$ cat src/hw/owd_pkg.sv
// Shared constants, state codes and carriers of the one-wire debug port physical layer
package owd_pkg;
  localparam int DATA_BITS = 8;
  localparam int FRAME_BITS = 12;
  localparam int BREAK_BITS = 12;
  localparam int BAUD_W = 16;
  localparam int ACC_W = 17;
  localparam int LOW_W = 20;
  localparam int MEAS_MAX = 65535;
  localparam int SYNCH_FALLS = 4;
  localparam logic [3:0] IDX_START = 4'h0;
  localparam logic [3:0] IDX_LAST_DATA = 4'h8;
  localparam logic [3:0] IDX_PARITY = 4'h9;
  localparam logic [3:0] IDX_STOP1 = 4'hA;
  localparam logic [3:0] IDX_STOP2 = 4'hB;
  localparam logic [ACC_W-1:0] ACC_STEP = 17'h00008;
  localparam logic [LOW_W-1:0] LOW_STEP = 20'h00008;
  localparam logic [LOW_W-1:0] BREAK_LIM_COLD = 20'(BREAK_BITS * MEAS_MAX);
  localparam logic [BAUD_W-1:0] BAUD_MIN = 16'h0010;
  localparam logic [BAUD_W-1:0] BAUD_MAXV = 16'hFFFF;
  localparam logic [7:0] SYNCH_BYTE = 8'h55;
  localparam logic [7:0] ACK_BYTE = 8'h40;
  localparam logic [1:0] CLKSEL_32M = 2'h0;
  localparam logic [1:0] CLKSEL_16M = 2'h1;
  localparam logic [1:0] CLKSEL_8M = 2'h2;
  localparam logic [1:0] CLKSEL_4M = 2'h3;
  localparam logic [1:0] CLKSEL_RST = CLKSEL_4M;

  typedef enum logic [1:0] {
    RX_IDLE = 2'b00,
    RX_MEAS = 2'b01,
    RX_BITS = 2'b10
  } rx_state_t;

  typedef enum logic [1:0] {
    TX_IDLE = 2'b00,
    TX_GUARD = 2'b01,
    TX_BITS = 2'b10
  } tx_state_t;

  typedef struct packed {
    logic parity;
    logic frame;
    logic contention;
    logic synch;
  } err_flags_t;
endpackage : owd_pkg

$ cat src/hw/resp_fifo.sv
// Response byte FIFO in flip-flops with valid and ready on both sides
`timescale 1ns/1ps
module resp_fifo #(
  parameter int WIDTH = 8,
  parameter int DEPTH = 8
) (
  input wire logic i_clk,
  input wire logic i_rst,
  input wire logic i_valid,
  output logic o_ready,
  input wire logic [WIDTH-1:0] i_data,
  output logic o_valid,
  input wire logic i_ready,
  output logic [WIDTH-1:0] o_data
);
  localparam int AW = $clog2(DEPTH);
  logic [WIDTH-1:0] mem_r [DEPTH];
  logic [AW:0] wr_r;
  logic [AW:0] wr_nxt;
  logic [AW:0] rd_r;
  logic [AW:0] rd_nxt;
  logic full;
  logic empty;
  logic push;
  logic pop;

  assign empty = (wr_r == rd_r);
  assign full = (wr_r[AW-1:0] == rd_r[AW-1:0]) && (wr_r[AW] != rd_r[AW]);
  assign o_ready = ~full;
  assign o_valid = ~empty;
  assign o_data = mem_r[rd_r[AW-1:0]];
  assign push = i_valid & ~full;
  assign pop = i_ready & ~empty;

  always_comb begin
    wr_nxt = push ? wr_r + 1'b1 : wr_r;
    rd_nxt = pop ? rd_r + 1'b1 : rd_r;
  end

  always_ff @(posedge i_clk) begin
    if (i_rst) begin
      wr_r <= '0;
      rd_r <= '0;
    end else begin
      wr_r <= wr_nxt;
      rd_r <= rd_nxt;
    end
    if (push) begin
      mem_r[wr_r[AW-1:0]] <= i_data;
    end
  end
endmodule : resp_fifo

$ cat src/hw/one_wire_debug_uart_phy.sv
// Physical layer of the one-wire debug port: auto-baud UART receiver, responder, line reset
//
// What this block does
// - Frames: low start, eight data bits, even parity, two high stops.
// - Wrong parity or low stop bit raises an error flag.
// - Parity-check-off input skips the parity check of data frames; a synch frame's parity is still checked.
// - Idle is the line high for twelve or more bit times.
// - Line low twelve bit times is a line reset, returning default state.
// - A synch character is expected per new instruction and after line reset.
// - Acknowledge frame sent once a store gains bus access; debugger then waits.
// - Measured baud is kept and used for receive and transmit.
// - No writable baud; recovery uses only the synch sample count.
// - Clock select 0..3 is 32/16/8/4 MHz, default 3 after reset, enable.
// - Fractional bit timing; tolerance +4.76/-3.61 percent.
// - Line reset mid-reception is frame error, mid-transmission contention; both abort.
// - A line reset restores the clock select to 4 MHz.
// - Baud measurement counter is sixteen bits, up to 65535 cycles.
// - Synch is byte 0x55 in normal framing; its edges are counted.
// - When disabled, a valid synch character enables the port.
// - Under instruction repeat, synch only before the first instruction.
// - No frames before the port is enabled.
// - After an error, all traffic except a line reset is ignored.
// - Guard idle bits at the current baud precede the first response.
`timescale 1ns/1ps
module one_wire_debug_uart_phy
  import owd_pkg::*;
#(
  parameter int FIFO_DEPTH = 8,
  parameter int GUARD_W = 3
) (
  input wire logic i_clk,
  input wire logic i_rst,
  input wire logic i_line,
  output logic o_line_out,
  output logic o_line_oe,
  input wire logic i_parity_check_off,
  input wire logic [GUARD_W-1:0] i_guard_idle_count,
  input wire logic i_clksel_wr,
  input wire logic [1:0] i_clksel_val,
  output logic [1:0] o_link_clock_select,
  input wire logic i_disable,
  input wire logic i_synch_expect,
  input wire logic i_ack_req,
  input wire logic i_tx_valid,
  input wire logic [7:0] i_tx_data,
  output logic o_tx_ready,
  output logic o_rx_valid,
  output logic [7:0] o_rx_data,
  output logic o_enabled,
  output logic o_error,
  output err_flags_t o_err_flags,
  output logic o_break_det,
  output logic o_synch_ok
);
  rx_state_t rx_state_r, rx_state_nxt;
  logic [ACC_W-1:0] rx_acc_r, rx_acc_nxt;
  logic [3:0] rx_idx_r, rx_idx_nxt;
  logic [7:0] rx_shift_r, rx_shift_nxt;
  logic rx_pbad_r, rx_pbad_nxt;
  logic syn_r, syn_nxt;
  logic [BAUD_W-1:0] meas_r, meas_nxt;
  logic [2:0] falls_r, falls_nxt;
  logic [BAUD_W-1:0] baud_r, baud_nxt;
  logic baud_ok_r, baud_ok_nxt;
  logic [LOW_W-1:0] low_r, low_nxt;
  logic brk_seen_r, brk_seen_nxt;
  logic line_q_r, line_q_nxt;
  logic need_syn_r, need_syn_nxt;
  logic en_r, en_nxt;
  logic [1:0] sel_r, sel_nxt;
  err_flags_t flags_r, flags_nxt;
  logic dir_rx_r, dir_rx_nxt;
  logic rxv_r, rxv_nxt;
  logic [7:0] rxd_r, rxd_nxt;
  logic brk_r, brk_nxt;
  logic synok_r, synok_nxt;
  logic [ACC_W-1:0] rx_sum;
  logic [LOW_W-1:0] brk_lim;
  logic brk;
  logic fall;
  logic tick;

  tx_state_t tx_state_r, tx_state_nxt;
  logic [ACC_W-1:0] tx_acc_r, tx_acc_nxt;
  logic [3:0] tx_idx_r, tx_idx_nxt;
  logic [FRAME_BITS-1:0] frm_r, frm_nxt;
  logic [GUARD_W-1:0] grd_r, grd_nxt;
  logic ack_r, ack_nxt;
  logic oe_r, oe_nxt;
  logic out_r, out_nxt;
  logic [ACC_W-1:0] tx_sum;
  logic [ACC_W-1:0] half;
  logic tx_tick;
  logic tx_mid;
  logic tx_cont;
  logic tx_start;
  logic fifo_v;
  logic fifo_pop;
  logic [7:0] fifo_d;
  logic [7:0] tx_byte;

  function automatic logic [FRAME_BITS-1:0] build_frame(input logic [7:0] d);
    build_frame = {2'b11, ^d, d, 1'b0};
  endfunction : build_frame

  assign half = {2'b00, baud_r[BAUD_W-1:1]};
  assign fall = line_q_r & ~i_line & (tx_state_r == TX_IDLE);
  assign rx_sum = rx_acc_r + ACC_STEP;
  assign tick = (rx_sum >= {1'b0, baud_r});
  assign brk_lim = baud_ok_r ? ({4'h0, baud_r} << 3) + ({4'h0, baud_r} << 2) : BREAK_LIM_COLD;
  assign brk = en_r && (low_r >= brk_lim) && !brk_seen_r && rx_state_r == RX_IDLE
               && tx_state_r == TX_IDLE;

  always_comb begin
    rx_state_nxt = rx_state_r;
    rx_acc_nxt = rx_sum;
    rx_idx_nxt = rx_idx_r;
    rx_shift_nxt = rx_shift_r;
    rx_pbad_nxt = rx_pbad_r;
    syn_nxt = syn_r;
    meas_nxt = meas_r;
    falls_nxt = falls_r;
    baud_nxt = baud_r;
    baud_ok_nxt = baud_ok_r;
    line_q_nxt = i_line;
    low_nxt = i_line ? '0 : ((low_r >= brk_lim) ? low_r : low_r + LOW_STEP);
    brk_seen_nxt = (low_r >= brk_lim) && !i_line;
    need_syn_nxt = need_syn_r | i_synch_expect;
    en_nxt = en_r;
    sel_nxt = i_clksel_wr ? i_clksel_val : sel_r;
    flags_nxt = flags_r;
    dir_rx_nxt = dir_rx_r & ~tx_start;
    rxv_nxt = 1'b0;
    rxd_nxt = rxd_r;
    brk_nxt = brk;
    synok_nxt = 1'b0;
    flags_nxt.contention = flags_r.contention | tx_cont;
    unique case (rx_state_r)
      RX_IDLE: begin
        rx_acc_nxt = '0;
        if (fall && ~(|flags_r) && need_syn_r) begin
          rx_state_nxt = RX_MEAS;
          meas_nxt = '0;
          falls_nxt = '0;
        end else if (fall && ~(|flags_r) && en_r) begin
          rx_state_nxt = RX_BITS;
          rx_acc_nxt = half;
          rx_idx_nxt = IDX_START;
          syn_nxt = 1'b0;
        end
      end
      RX_MEAS: begin
        meas_nxt = meas_r + 1'b1;
        if (fall) begin
          falls_nxt = falls_r + 1'b1;
        end
        if (meas_r == BAUD_MAXV) begin
          rx_state_nxt = RX_IDLE;
          flags_nxt.synch = flags_r.synch | en_r;
        end else if (fall && falls_r == 3'(SYNCH_FALLS - 1)) begin
          if (meas_nxt < BAUD_MIN) begin
            rx_state_nxt = RX_IDLE;
            flags_nxt.synch = flags_r.synch | en_r;
          end else begin
            baud_nxt = meas_nxt;
            baud_ok_nxt = 1'b1;
            rx_state_nxt = RX_BITS;
            rx_acc_nxt = {2'b00, meas_nxt[BAUD_W-1:1]};
            rx_idx_nxt = IDX_LAST_DATA;
            rx_shift_nxt = {SYNCH_BYTE[DATA_BITS-2:0], 1'b0};
            syn_nxt = 1'b1;
          end
        end
      end
      RX_BITS: begin
        if (tick) begin
          rx_acc_nxt = rx_sum - {1'b0, baud_r};
          rx_idx_nxt = rx_idx_r + 1'b1;
          if (rx_idx_r == IDX_START) begin
            if (i_line) begin
              rx_state_nxt = RX_IDLE;
            end
          end else if (rx_idx_r <= IDX_LAST_DATA) begin
            rx_shift_nxt = {i_line, rx_shift_r[7:1]};
          end else if (rx_idx_r == IDX_PARITY) begin
            rx_pbad_nxt = (i_line != ^rx_shift_r);
          end else if (rx_idx_r == IDX_STOP1) begin
            if (!i_line) begin
              rx_state_nxt = RX_IDLE;
              flags_nxt.synch = flags_r.synch | (syn_r & en_r);
              flags_nxt.frame = flags_r.frame | (~syn_r);
            end
          end else begin
            rx_state_nxt = RX_IDLE;
            dir_rx_nxt = 1'b1;
            if (syn_r) begin
              if (!i_line || rx_pbad_r) begin
                flags_nxt.synch = flags_r.synch | en_r;
              end else begin
                en_nxt = 1'b1;
                need_syn_nxt = i_synch_expect;
                synok_nxt = 1'b1;
                if (!en_r) begin
                  sel_nxt = CLKSEL_RST;
                end
              end
            end else if (!i_line) begin
              flags_nxt.frame = 1'b1;
            end else if (rx_pbad_r && !i_parity_check_off) begin
              flags_nxt.parity = 1'b1;
            end else begin
              rxv_nxt = 1'b1;
              rxd_nxt = rx_shift_r;
            end
          end
        end
      end
      default: begin
        rx_state_nxt = RX_IDLE;
      end
    endcase
    if (brk) begin
      flags_nxt = '0;
      need_syn_nxt = 1'b1;
      sel_nxt = CLKSEL_RST;
    end
    if (i_disable) begin
      en_nxt = 1'b0;
      need_syn_nxt = 1'b1;
      rx_state_nxt = RX_IDLE;
    end
  end

  always_ff @(posedge i_clk) begin
    if (i_rst) begin
      rx_state_r <= RX_IDLE;
      rx_acc_r <= '0;
      rx_idx_r <= '0;
      rx_shift_r <= '0;
      rx_pbad_r <= 1'b0;
      syn_r <= 1'b0;
      meas_r <= '0;
      falls_r <= '0;
      baud_r <= BAUD_MAXV;
      baud_ok_r <= 1'b0;
      low_r <= '0;
      brk_seen_r <= 1'b0;
      line_q_r <= 1'b1;
      need_syn_r <= 1'b1;
      en_r <= 1'b0;
      sel_r <= CLKSEL_RST;
      flags_r <= '0;
      dir_rx_r <= 1'b0;
      rxv_r <= 1'b0;
      rxd_r <= '0;
      brk_r <= 1'b0;
      synok_r <= 1'b0;
    end else begin
      rx_state_r <= rx_state_nxt;
      rx_acc_r <= rx_acc_nxt;
      rx_idx_r <= rx_idx_nxt;
      rx_shift_r <= rx_shift_nxt;
      rx_pbad_r <= rx_pbad_nxt;
      syn_r <= syn_nxt;
      meas_r <= meas_nxt;
      falls_r <= falls_nxt;
      baud_r <= baud_nxt;
      baud_ok_r <= baud_ok_nxt;
      low_r <= low_nxt;
      brk_seen_r <= brk_seen_nxt;
      line_q_r <= line_q_nxt;
      need_syn_r <= need_syn_nxt;
      en_r <= en_nxt;
      sel_r <= sel_nxt;
      flags_r <= flags_nxt;
      dir_rx_r <= dir_rx_nxt;
      rxv_r <= rxv_nxt;
      rxd_r <= rxd_nxt;
      brk_r <= brk_nxt;
      synok_r <= synok_nxt;
    end
  end

  assign tx_sum = tx_acc_r + ACC_STEP;
  assign tx_tick = (tx_sum >= {1'b0, baud_r});
  assign tx_mid = (tx_acc_r < half) && (tx_sum >= half);
  assign tx_cont = (tx_state_r == TX_BITS) && tx_mid && oe_r && out_r && !i_line;
  assign tx_byte = ack_r ? ACK_BYTE : fifo_d;

  always_comb begin
    tx_state_nxt = tx_state_r;
    tx_acc_nxt = tx_tick ? tx_sum - {1'b0, baud_r} : tx_sum;
    tx_idx_nxt = tx_idx_r;
    frm_nxt = frm_r;
    grd_nxt = grd_r;
    ack_nxt = ack_r | i_ack_req;
    fifo_pop = 1'b0;
    tx_start = 1'b0;
    unique case (tx_state_r)
      TX_IDLE: begin
        tx_acc_nxt = '0;
        if (en_r && ~(|flags_r) && !brk && rx_state_r == RX_IDLE && (ack_r || fifo_v)) begin
          frm_nxt = build_frame(tx_byte);
          fifo_pop = ~ack_r;
          ack_nxt = i_ack_req;
          tx_idx_nxt = IDX_START;
          grd_nxt = i_guard_idle_count;
          if (dir_rx_r && i_guard_idle_count != '0) begin
            tx_state_nxt = TX_GUARD;
          end else begin
            tx_state_nxt = TX_BITS;
            tx_start = 1'b1;
          end
        end
      end
      TX_GUARD: begin
        if (tx_tick) begin
          grd_nxt = grd_r - 1'b1;
          if (grd_r == GUARD_W'(1)) begin
            tx_state_nxt = TX_BITS;
            tx_start = 1'b1;
          end
        end
      end
      TX_BITS: begin
        if (tx_tick) begin
          frm_nxt = {1'b1, frm_r[FRAME_BITS-1:1]};
          tx_idx_nxt = tx_idx_r + 1'b1;
          if (tx_idx_r == IDX_STOP2) begin
            tx_state_nxt = TX_IDLE;
          end
        end
      end
      default: begin
        tx_state_nxt = TX_IDLE;
      end
    endcase
    if (tx_cont || brk || !en_r || (|flags_r)) begin
      tx_state_nxt = TX_IDLE;
      tx_start = 1'b0;
    end
    if (brk) begin
      ack_nxt = i_ack_req;
    end
    oe_nxt = (tx_state_nxt == TX_BITS);
    out_nxt = frm_nxt[0];
  end

  always_ff @(posedge i_clk) begin
    if (i_rst) begin
      tx_state_r <= TX_IDLE;
      tx_acc_r <= '0;
      tx_idx_r <= '0;
      frm_r <= '1;
      grd_r <= '0;
      ack_r <= 1'b0;
      oe_r <= 1'b0;
      out_r <= 1'b1;
    end else begin
      tx_state_r <= tx_state_nxt;
      tx_acc_r <= tx_acc_nxt;
      tx_idx_r <= tx_idx_nxt;
      frm_r <= frm_nxt;
      grd_r <= grd_nxt;
      ack_r <= ack_nxt;
      oe_r <= oe_nxt;
      out_r <= out_nxt;
    end
  end

  resp_fifo #(
    .WIDTH(8),
    .DEPTH(FIFO_DEPTH)
  ) u_resp_fifo (
    .i_clk(i_clk),
    .i_rst(i_rst),
    .i_valid(i_tx_valid),
    .o_ready(o_tx_ready),
    .i_data(i_tx_data),
    .o_valid(fifo_v),
    .i_ready(fifo_pop),
    .o_data(fifo_d)
  );

  assign o_line_out = out_r;
  assign o_line_oe = oe_r;
  assign o_link_clock_select = sel_r;
  assign o_enabled = en_r;
  assign o_error = |flags_r;
  assign o_err_flags = flags_r;
  assign o_rx_valid = rxv_r;
  assign o_rx_data = rxd_r;
  assign o_break_det = brk_r;
  assign o_synch_ok = synok_r;
endmodule : one_wire_debug_uart_phy

$ cat config.mk
export PLATFORM = sky130hd
export DESIGN_NAME = one_wire_debug_uart_phy
export DESIGN_NICKNAME = d
export VERILOG_FILES = /design/src/hw/owd_pkg.sv /design/src/hw/resp_fifo.sv /design/src/hw/one_wire_debug_uart_phy.sv
export SDC_FILE = /design/constraint.sdc
export NUM_CORES = 1
export LEC_CHECK = 0
export ABC_CLOCK_PERIOD_IN_PS = 5700
export BUFFER_PORTS_ARGS = -buffer_cell sky130_fd_sc_hd__buf_2
export CORE_MARGIN = 2
export CORE_UTILIZATION = 50
export CTS_BUF_LIST = sky130_fd_sc_hd__clkbuf_16
export CTS_CLUSTER_SIZE = 30
export DETAILED_ROUTE_END_ITERATION = 8
export GPL_TIMING_DRIVEN = 0
export PLACE_DENSITY = 0.73
export SETUP_SLACK_MARGIN = 0.15
export SLEW_MARGIN = 10
export SYNTH_ARGS = -nofsm -noshare
export SYNTH_HDL_FRONTEND = slang
export SYNTH_SLANG_ARGS = --single-unit
$ cat constraint.sdc
create_clock -name i_clk -period 5.7 [get_ports i_clk]
set_clock_uncertainty 0.2 [all_clocks]
set_input_delay 0.855 -clock i_clk [delete_from_list [all_inputs] [get_ports i_clk]]
set_output_delay 0.855 -clock i_clk [all_outputs]
set_load 0.01 [all_outputs]
==> results.md, run 1 <==
- **Num CTS Buffers** 25
- **delay of the slowest cell on the worst path** 490 ps
- **synth-to-layout area growth** 10.7%
- **actual transition at the worst max-transition pin** 1040 ps
- **number of register bits inferred by synthesis** 221
- **launch point of the critical path** baud_r[1]
- **clock tree from TritonCTS** yes
- **number of global-route vias before repair** 11291
- **combinational cell fraction of total power** 5.2%
- **Data arrival, critical path** 5540 ps
- **EDFF count, synth** 64
- **overall fraction of global-route tracks in use** 25.5%
- **standby leakage power** 6.27 nW
- **launch point of the worst reg-to-reg path** baud_r[1]
- **H-Tree Depth** 1
- **number of buffers inserted to repair setup after CTS** 0
- **final setup TNS** 0 ps
- **DRC Markers** 0
- **Ant. Diodes** 0
- **final design instance area without fill** 15300 sq um
- **setup violation total in the final timing report** 0
- **initial core utilization** 51.2%
- **cell repeated most along the worst path** sky130_fd_sc_hd__a21oi_1
- **quantity of hold-fixing buffers added after cts** 0
- **critical-path cell with the highest stage delay** sky130_fd_sc_hd__or3_1
- **run status** completed
- **Die Height** 170 um
- **Sequential Power Share** 48.2%
- **CTS clk-pin slew, worst paths** 60 ps
- **synth unique cells** 87
- **buffer levels on the longest clock path** 3
- **Net count, final** 1731
- **switching component of the power** 0.000821 W
- **leading register cell type out of synthesis** sky130_fd_sc_hd__dfxtp_1
- **area after detailed placement** 14500 sq um
- **average size of a mapped cell** 9.07 sq um
- **count of mapped cells out of synthesis** 1525
- **most frequent cell after synthesis** sky130_fd_sc_hd__dfxtp_1
- **endpoint class of the critical path** register
- **peak ir drop on the vdd network** 273 uV
- **startpoint kind of the worst setup timing path** register
- **cell at the root of the clock tree** sky130_fd_sc_hd__clkbuf_16
- **number of buffers inserted by port buffering** 42
- **total count of hold-check failures in the final report** 0
- **worst-case headroom to the max-slew limit** 30.5%
- **data required time at the worst endpoint** 5920 ps
- **vias per inst** 6.09
- **Post-CTS Resized** 0
- **post-detail-place hpwl** 27.3 mm
- **max-cap check violation count** 0
- **first-iteration detailed-routing DRC count** 773
- **internal portion of total power** 0.00259 W
- **detailed-route wire length per cell** 18.9 um
- **number of sinks on the clock net** 221
- **unrepaired setup endpoints after global routing** true
- **power share of the clock group** 46.5%
- **1st-pass router iterations** 5
- **Boundary Pins** 44
- **top cells by area in the synthesized netlist** sky130_fd_sc_hd__dfxtp_1 23%, sky130_fd_sc_hd__edfxtp_1 14%, sky130_fd_sc_hd__ha_1 10%
- **Netlist Area Pre-Place** 13800 sq um
- **leftover overflow at the end of global routing** 0
- **crit path kind** register to register
- **commonest cells in the synthesized netlist** 157 x sky130_fd_sc_hd__dfxtp_1, 133 x sky130_fd_sc_hd__nor2_1, 122 x sky130_fd_sc_hd__a21oi_1, 122 x sky130_fd_sc_hd__nand2_1, 112 x sky130_fd_sc_hd__ha_1
- **post-layout minimum cycle time** 5320 ps
- **proportion of layout cells with a drive suffix above 1** 9.42%
- **width of the chip** 170 um
- **maximum number of pins on one net before global-route repair** 15
- **core area** 27000 sq um
- **YS warnings** 0
- **Total Routed Length** 37.0 mm
- **initial antenna violation count** 1
- **synthesized net count** 1662
- **die footprint** 29000 sq um
- **setup slack on the worst flop-to-flop path** 380 ps
- **# rows** 60
- **HP Class** register to register
- **final period utilization** 93.4%
- **global-route wire length before repair** 59.3 mm
- **count of pins over their slew limit** 0
- **Hold Worst Slack** 277 ps
- **Hold Path Origin** o_rx_data[0]
- **async set-reset flop share out of synthesis** 0%
- **area leader, netlist** sky130_fd_sc_hd__dfxtp_1
- **share of total power consumed by net switching** 24.1%
- **Achievable Freq** 0.188 GHz
- **via count of the routed design** 11892
- **sequence of cells on the critical path** ha_1 > fa_1 > a21o_1 > a21oi_1 > o21bai_1 > a31o_2 > a41oi_1 > nand2b_1 > xnor2_1 > and2_1 > ha_1 > a21oi_1 > o21ai_0 > a22oi_1 > and3_1 > clkbuf_2 > o21ai_0 > or3_1 > a21oi_1 > a21oi_1
- **gpl congestion** 0.921
- **part of the Yosys area used for sequential elements** 36.6%
- **power density of the placed cells** 222 nW/um^2
- **remaining number of nets flagged by the antenna check after routing** 0
- **area share of the leading cell type in the synthesized netlist** 22.7%
- **insertion delay to the later sink of the worst-skew pair** 550 ps
- **critical path fanouts, max** 9
-- area by class of cell --
cell class | count | area [sq um]
Buffer | 70 | 299
Clock buffer | 25 | 626
Clock inverter | 21 | 170
Fill cell | 2384 | 11700
Inverter | 70 | 263
Multi-Input combinational cell | 1164 | 8260
Sequential cell | 221 | 5060
Tap cell | 341 | 427
Timing Repair Buffer | 42 | 210
-- placed cells by master, fill, tap and decap left out, types with 11 or more instances in the layout --
cell type and n:
sky130_fd_sc_hd__a211oi_1 25, sky130_fd_sc_hd__a21o_1 25, sky130_fd_sc_hd__a21oi_1 121, sky130_fd_sc_hd__a221oi_1 11, sky130_fd_sc_hd__a22oi_1 13, sky130_fd_sc_hd__a31oi_1 12, sky130_fd_sc_hd__and2_1 18, sky130_fd_sc_hd__and3_1 17
sky130_fd_sc_hd__buf_2 58, sky130_fd_sc_hd__clkbuf_1 46, sky130_fd_sc_hd__clkbuf_16 25, sky130_fd_sc_hd__dfxtp_1 157, sky130_fd_sc_hd__edfxtp_1 64, sky130_fd_sc_hd__ha_1 112, sky130_fd_sc_hd__inv_1 75, sky130_fd_sc_hd__mux2i_1 27
sky130_fd_sc_hd__mux4_2 16, sky130_fd_sc_hd__nand2_1 122, sky130_fd_sc_hd__nand2b_1 15, sky130_fd_sc_hd__nand3_1 41, sky130_fd_sc_hd__nand4_1 28, sky130_fd_sc_hd__nor2_1 133, sky130_fd_sc_hd__nor2b_1 19, sky130_fd_sc_hd__nor3_1 51
sky130_fd_sc_hd__o211ai_1 26, sky130_fd_sc_hd__o21ai_0 51, sky130_fd_sc_hd__o31ai_1 16, sky130_fd_sc_hd__xnor2_1 60, sky130_fd_sc_hd__xor2_1 55
-- metal layers --
metal  global-route usage [%]  vias up  part of all wire [%]
met5                        0        -                 0.035
met4                     8.25        2                   3.1
met3                     2.93       98                   6.1
met2                     42.4      390                    46
met1                     34.7     5651                    45
li1                         -     5751                     -
-- cells by family after synthesis --
group / Yosys count / synth area share (%)
fa+ha+maj: 115 / 10.6
simple gates: 508 / 18.2
buf+inv: 140 / 4.05
compound gates: 380 / 18.5
flops: 221 / 36.6
xor+xnor: 115 / 7.28
mux: 46 / 4.80
-- worst paths after layout --
path / end / cells after the start
hold / removal: o_rx_data[0] / 2
setup reg to reg: dir_rx_r / 20
hold reg to reg: o_rx_data[0] / 2
setup / recovery: dir_rx_r / 20
-- flip-flops by register name (all words and copies together), names as in the netlist, 8 cells and up, named ones only --
signal and cells:
meas_r 16, rx_shift_r 8, frm_r 10, baud_r 16
rx_acc_r 17, tx_acc_r 17, low_r 17, o_rx_data 8
u_resp_fifo.mem_r 64
-- worst max-delay path, delay by kind of cell (launching register included) --
family,cells,cell delay (ps)
flip-flops,1,430
XOR/XNOR,1,130
AO/OA/AOI/OAI,11,2250
AND/OR/NAND/NOR,4,970
buffers and inverters,1,280
adder cells (fa/ha/maj),3,950
-- power groups by stage --
stage	combinational (W)	clock, W	sequential (W)
final	0.000178	0.00159	0.00164
after global routing	0.000193	0.00166	0.00164
after CTS	0.000176	0.00160	0.00164
after detailed placement	0.000175	0	0.00168
after global placement	0.000170	0	0.00168
after floorplan	0.000113	0	0.00167
-- through the flow --
step	power (W)	utilization (%)	setup slack (ps)	std cells
floorplan	0.00179	-	1190	1525
global placement	0.00185	53.6	287	1908
detailed placement	0.00185	53.7	202	1908
CTS	0.00342	56.6	162	1954
global route	0.00350	56.7	114	1954
finish	0.00341	56.7	377	1954
Power figures use the tool's default switching activity.
==> inputs of run 2 (changes only) <==
--- a/config.mk
+++ b/config.mk
@@ -5,6 +5,7 @@
 export SDC_FILE = /design/constraint.sdc
 export NUM_CORES = 1
 export LEC_CHECK = 0
+export ABC_AREA = 1
 export ABC_CLOCK_PERIOD_IN_PS = 5700
 export BUFFER_PORTS_ARGS = -buffer_cell sky130_fd_sc_hd__buf_2
 export CORE_MARGIN = 2
==> run 2 against run 1 <==
Utilization fell by 0.49 points. Flip-flop and latch count unchanged. Worst setup slack better by 590 ps. Design area increased by 2.5%. Sequential power is essentially flat. First-iteration DRC count rose by 33%. Cell count is 22% higher. Maximum frequency rose by 13%. Via count rose by 10%. Die area grew 3.0%. Global-route usage is 0.45 points lower. Critical path type unchanged. Largest cell class unchanged. Largest power group unchanged. Highest routed layer is now met4.
==> results.md, run 2 <==
- **final period utilization** 83.0%
- **startpoint kind of the worst setup timing path** register
- **width of the chip** 173 um
- **core area** 27900 sq um
- **overall fraction of global-route tracks in use** 25.0%
- **cell repeated most along the worst path** sky130_fd_sc_hd__nand2_1
- **number of global-route vias before repair** 12206
- **1st-pass router iterations** 5
- **run status** completed
- **Netlist Area Pre-Place** 14300 sq um
- **CTS clk-pin slew, worst paths** 60 ps
- **# rows** 61
- **quantity of hold-fixing buffers added after cts** 0
- **commonest cells in the synthesized netlist** 407 x sky130_fd_sc_hd__nand2_1, 229 x sky130_fd_sc_hd__nor2_1, 203 x sky130_fd_sc_hd__inv_1, 166 x sky130_fd_sc_hd__a21oi_1, 157 x sky130_fd_sc_hd__dfxtp_1
- **launch point of the worst reg-to-reg path** baud_r[2]
- **maximum number of pins on one net before global-route repair** 14
- **setup violation total in the final timing report** 0
- **number of sinks on the clock net** 221
- **number of register bits inferred by synthesis** 221
- **Total Routed Length** 38.6 mm
- **synth unique cells** 63
- **core occupancy in the finished layout** 56.2%
- **top cells by area in the synthesized netlist** sky130_fd_sc_hd__dfxtp_1 22%, sky130_fd_sc_hd__edfxtp_1 13%, sky130_fd_sc_hd__nand2_1 11%
- **synthesized net count** 2062
- **unrepaired setup endpoints after global routing** false
- **actual transition at the worst max-transition pin** 1060 ps
- **worst-case headroom to the max-slew limit** 29.1%
- **count of placed standard cells including taps** 2344
- **number of buffers inserted to repair setup after CTS** 0
- **family of cells with the greatest summed delay on the critical path** simple AND/OR/NAND/NOR gates
- **critical path fanouts, max** 10
- **EDFF count, synth** 64
- **crit path kind** register to register
- **GRT met3 Usage** 2.40%
- **YS warnings** 0
- **count of pins over their slew limit** 0
- **launch point of the critical path** baud_r[2]
- **final setup TNS** 0 ps
- **global-route wire length before repair** 61.6 mm
- **sequence of cells on the critical path** ha_1 > a21oi_1 > nand2_1 > nand2_1 > o211ai_1 > a21boi_0 > o21ai_0 > nand3_1 > nand2_1 > a21oi_1 > o21ai_0 > ha_1 > nand2_1 > inv_1 > nand3_1 > nor2_1 > nand3b_1 > nand3_2 > nand2_1 > nand4_1 > nand2_1 > buf_2 > o21ai_0 > nor2_1
- **number of buffers inserted by port buffering** 41
- **vias per inst** 5.48
- **area share of the leading cell type in the synthesized netlist** 22.0%
- **Data arrival, critical path** 4930 ps
- **Num CTS Buffers** 25
- **max-cap check violation count** 0
- **total count of hold-check failures in the final report** 0
- **critical-path cell with the highest stage delay** sky130_fd_sc_hd__dfxtp_1
- **data required time at the worst endpoint** 5900 ps
- **leading cell type in the layout, fill and taps excluded** sky130_fd_sc_hd__nand2_1
- **fraction of met1 tracks used by global routing** 33.9%
- **proportion of layout cells with a drive suffix above 1** 9.19%
- **standby leakage power** 7.05 nW
- **total power of the final layout** 0.00348 W
- **count of mapped cells out of synthesis** 1925
- **average size of a mapped cell** 7.41 sq um
- **HP Class** register to register
- **Net count, final** 2130
- **async set-reset flop share out of synthesis** 0%
- **post-detail-place hpwl** 29.3 mm
- **cell at the root of the clock tree** sky130_fd_sc_hd__clkbuf_16
- **remaining number of nets flagged by the antenna check after routing** 0
- **insertion delay to the later sink of the worst-skew pair** 550 ps
- **buffer levels on the longest clock path** 3
- **setup slack on the worst flop-to-flop path** 970 ps
- **peak ir drop on the vdd network** 233 uV
- **Die Height** 173 um
- **CP bufs+invs** 2
- **initial antenna violation count** 0
- **via count of the routed design** 13090
- **endpoint class of the critical path** register
- **DRC Markers** 0
- **met2 Resource Use GR** 42.1%
- **Hold Path Origin** need_syn_r
- **most frequent cells in the layout** 407 x sky130_fd_sc_hd__nand2_1, 229 x sky130_fd_sc_hd__nor2_1, 209 x sky130_fd_sc_hd__inv_1
- **number of non-filler instances in the completed layout** 2390
- **gpl congestion** 0.942
- **initial core utilization** 51.1%
- **part of the Yosys area used for sequential elements** 35.5%
- **delay of the slowest cell on the worst path** 450 ps
- **die footprint** 29900 sq um
- **H-Tree Depth** 1
- **power density of the placed cells** 222 nW/um^2
- **Ant. Diodes** 0
- **flip-flop count of the largest register, all copies and words added** 64
- **Boundary Pins** 44
- **busiest metal layer after global routing** met2
- **synth-to-layout area growth** 10.1%
- **most frequent cell after synthesis** sky130_fd_sc_hd__nand2_1
- **leading register cell type out of synthesis** sky130_fd_sc_hd__dfxtp_1
- **first-iteration detailed-routing DRC count** 1030
- **Achievable Freq** 0.211 GHz
- **post-layout minimum cycle time** 4730 ps
- **Post-CTS Resized** 0
- **Hold Worst Slack** 247 ps
- **area leader, netlist** sky130_fd_sc_hd__dfxtp_1
- **detailed-route wire length per cell** 16.1 um
- **leftover overflow at the end of global routing** 0
- **clock tree from TritonCTS** yes
-- run 2: changes by cell type after synthesis, sizes merged, moves of 37 or more --
cell / before / now
nor2: 133 / 242
a21oi: 123 / 174
nand3: 42 / 124
nand2: 122 / 424
xnor2: 60 / 23
o21ai: 53 / 114
inv: 70 / 217
-- run 2: cells by family after synthesis --
family / after synthesis / share of synthesized area [%]
muxes: 2 / 0.140
DFF: 221 / 35.5
buffers and inverters: 268 / 7.47
xor gates and xnor gates: 66 / 4.05
adders and majority gates: 115 / 10.2
AOI/OAI and AO/OA: 365 / 14.8
and+or+nand+nor: 888 / 27.8
-- run 2: where the power goes --
part | switching [W] | leakage [nW] | total (W) | internal [W]
clock network | 0.000659 | 0.382 | 0.00150 | 0.000844
logic | 0.000215 | 4.82 | 0.000308 | 0.0000929
registers | 0.0000244 | 1.85 | 0.00167 | 0.00165
total | 0.000898 | 7.05 | 0.00348 | 0.00259
-- run 2: per-layer routing --
| layer | wire, um | vias up | share of wire (%) |
|---|---|---|---|
| li1 | - | 6590 | - |
| met5 | 0 | - | 0 |
| met4 | 1080 | 0 | 2.8 |
| met3 | 2150 | 69 | 5.6 |
| met1 | 17200 | 6068 | 45 |
| met2 | 18100 | 363 | 47 |
-- run 2: path summary, 6_finish.rpt --
check / end / cells past startpoint
setup / recovery: tx_idx_r[0] / 24
hold / removal: need_syn_r / 2
setup reg to reg: tx_idx_r[0] / 24
hold reg to reg: need_syn_r / 2
-- run 2: layout make-up --
class | instances | area (sq um)
repair buffers | 41 | 205
well taps | 378 | 473
clock buffers | 25 | 626
clock inverters | 21 | 135
plain buffers | 46 | 224
multi-input cells | 1436 | 8130
flip-flops and latches | 221 | 5060
fillers | 2593 | 12200
inverters | 222 | 841
-- run 2: per-stage QoR --
stage / worst slack, ps / instance area, sq um
after floorplan: 1920 / 14300
after global placement: 1140 / 14900
after detailed placement: 1010 / 14900
after CTS: 998 / 15700
after global routing: 419 / 15700
final: 971 / 15700
-- run 2: worst reg2reg max path, cell delays in order, from the launching register on --
cell	delay, ps
sky130_fd_sc_hd__dfxtp_1	450
sky130_fd_sc_hd__ha_1	340
sky130_fd_sc_hd__a21oi_1	170
sky130_fd_sc_hd__nand2_1	110
sky130_fd_sc_hd__nand2_1	90
sky130_fd_sc_hd__o211ai_1	120
sky130_fd_sc_hd__a21boi_0	300
sky130_fd_sc_hd__o21ai_0	220
sky130_fd_sc_hd__nand3_1	120
sky130_fd_sc_hd__nand2_1	70
sky130_fd_sc_hd__a21oi_1	130
sky130_fd_sc_hd__o21ai_0	130
sky130_fd_sc_hd__ha_1	300
sky130_fd_sc_hd__nand2_1	40
sky130_fd_sc_hd__inv_1	60
sky130_fd_sc_hd__nand3_1	90
sky130_fd_sc_hd__nor2_1	180
sky130_fd_sc_hd__nand3b_1	110
sky130_fd_sc_hd__nand3_2	240
sky130_fd_sc_hd__nand2_1	180
sky130_fd_sc_hd__nand4_1	210
sky130_fd_sc_hd__nand2_1	240
sky130_fd_sc_hd__buf_2	260
sky130_fd_sc_hd__o21ai_0	180
sky130_fd_sc_hd__nor2_1	50
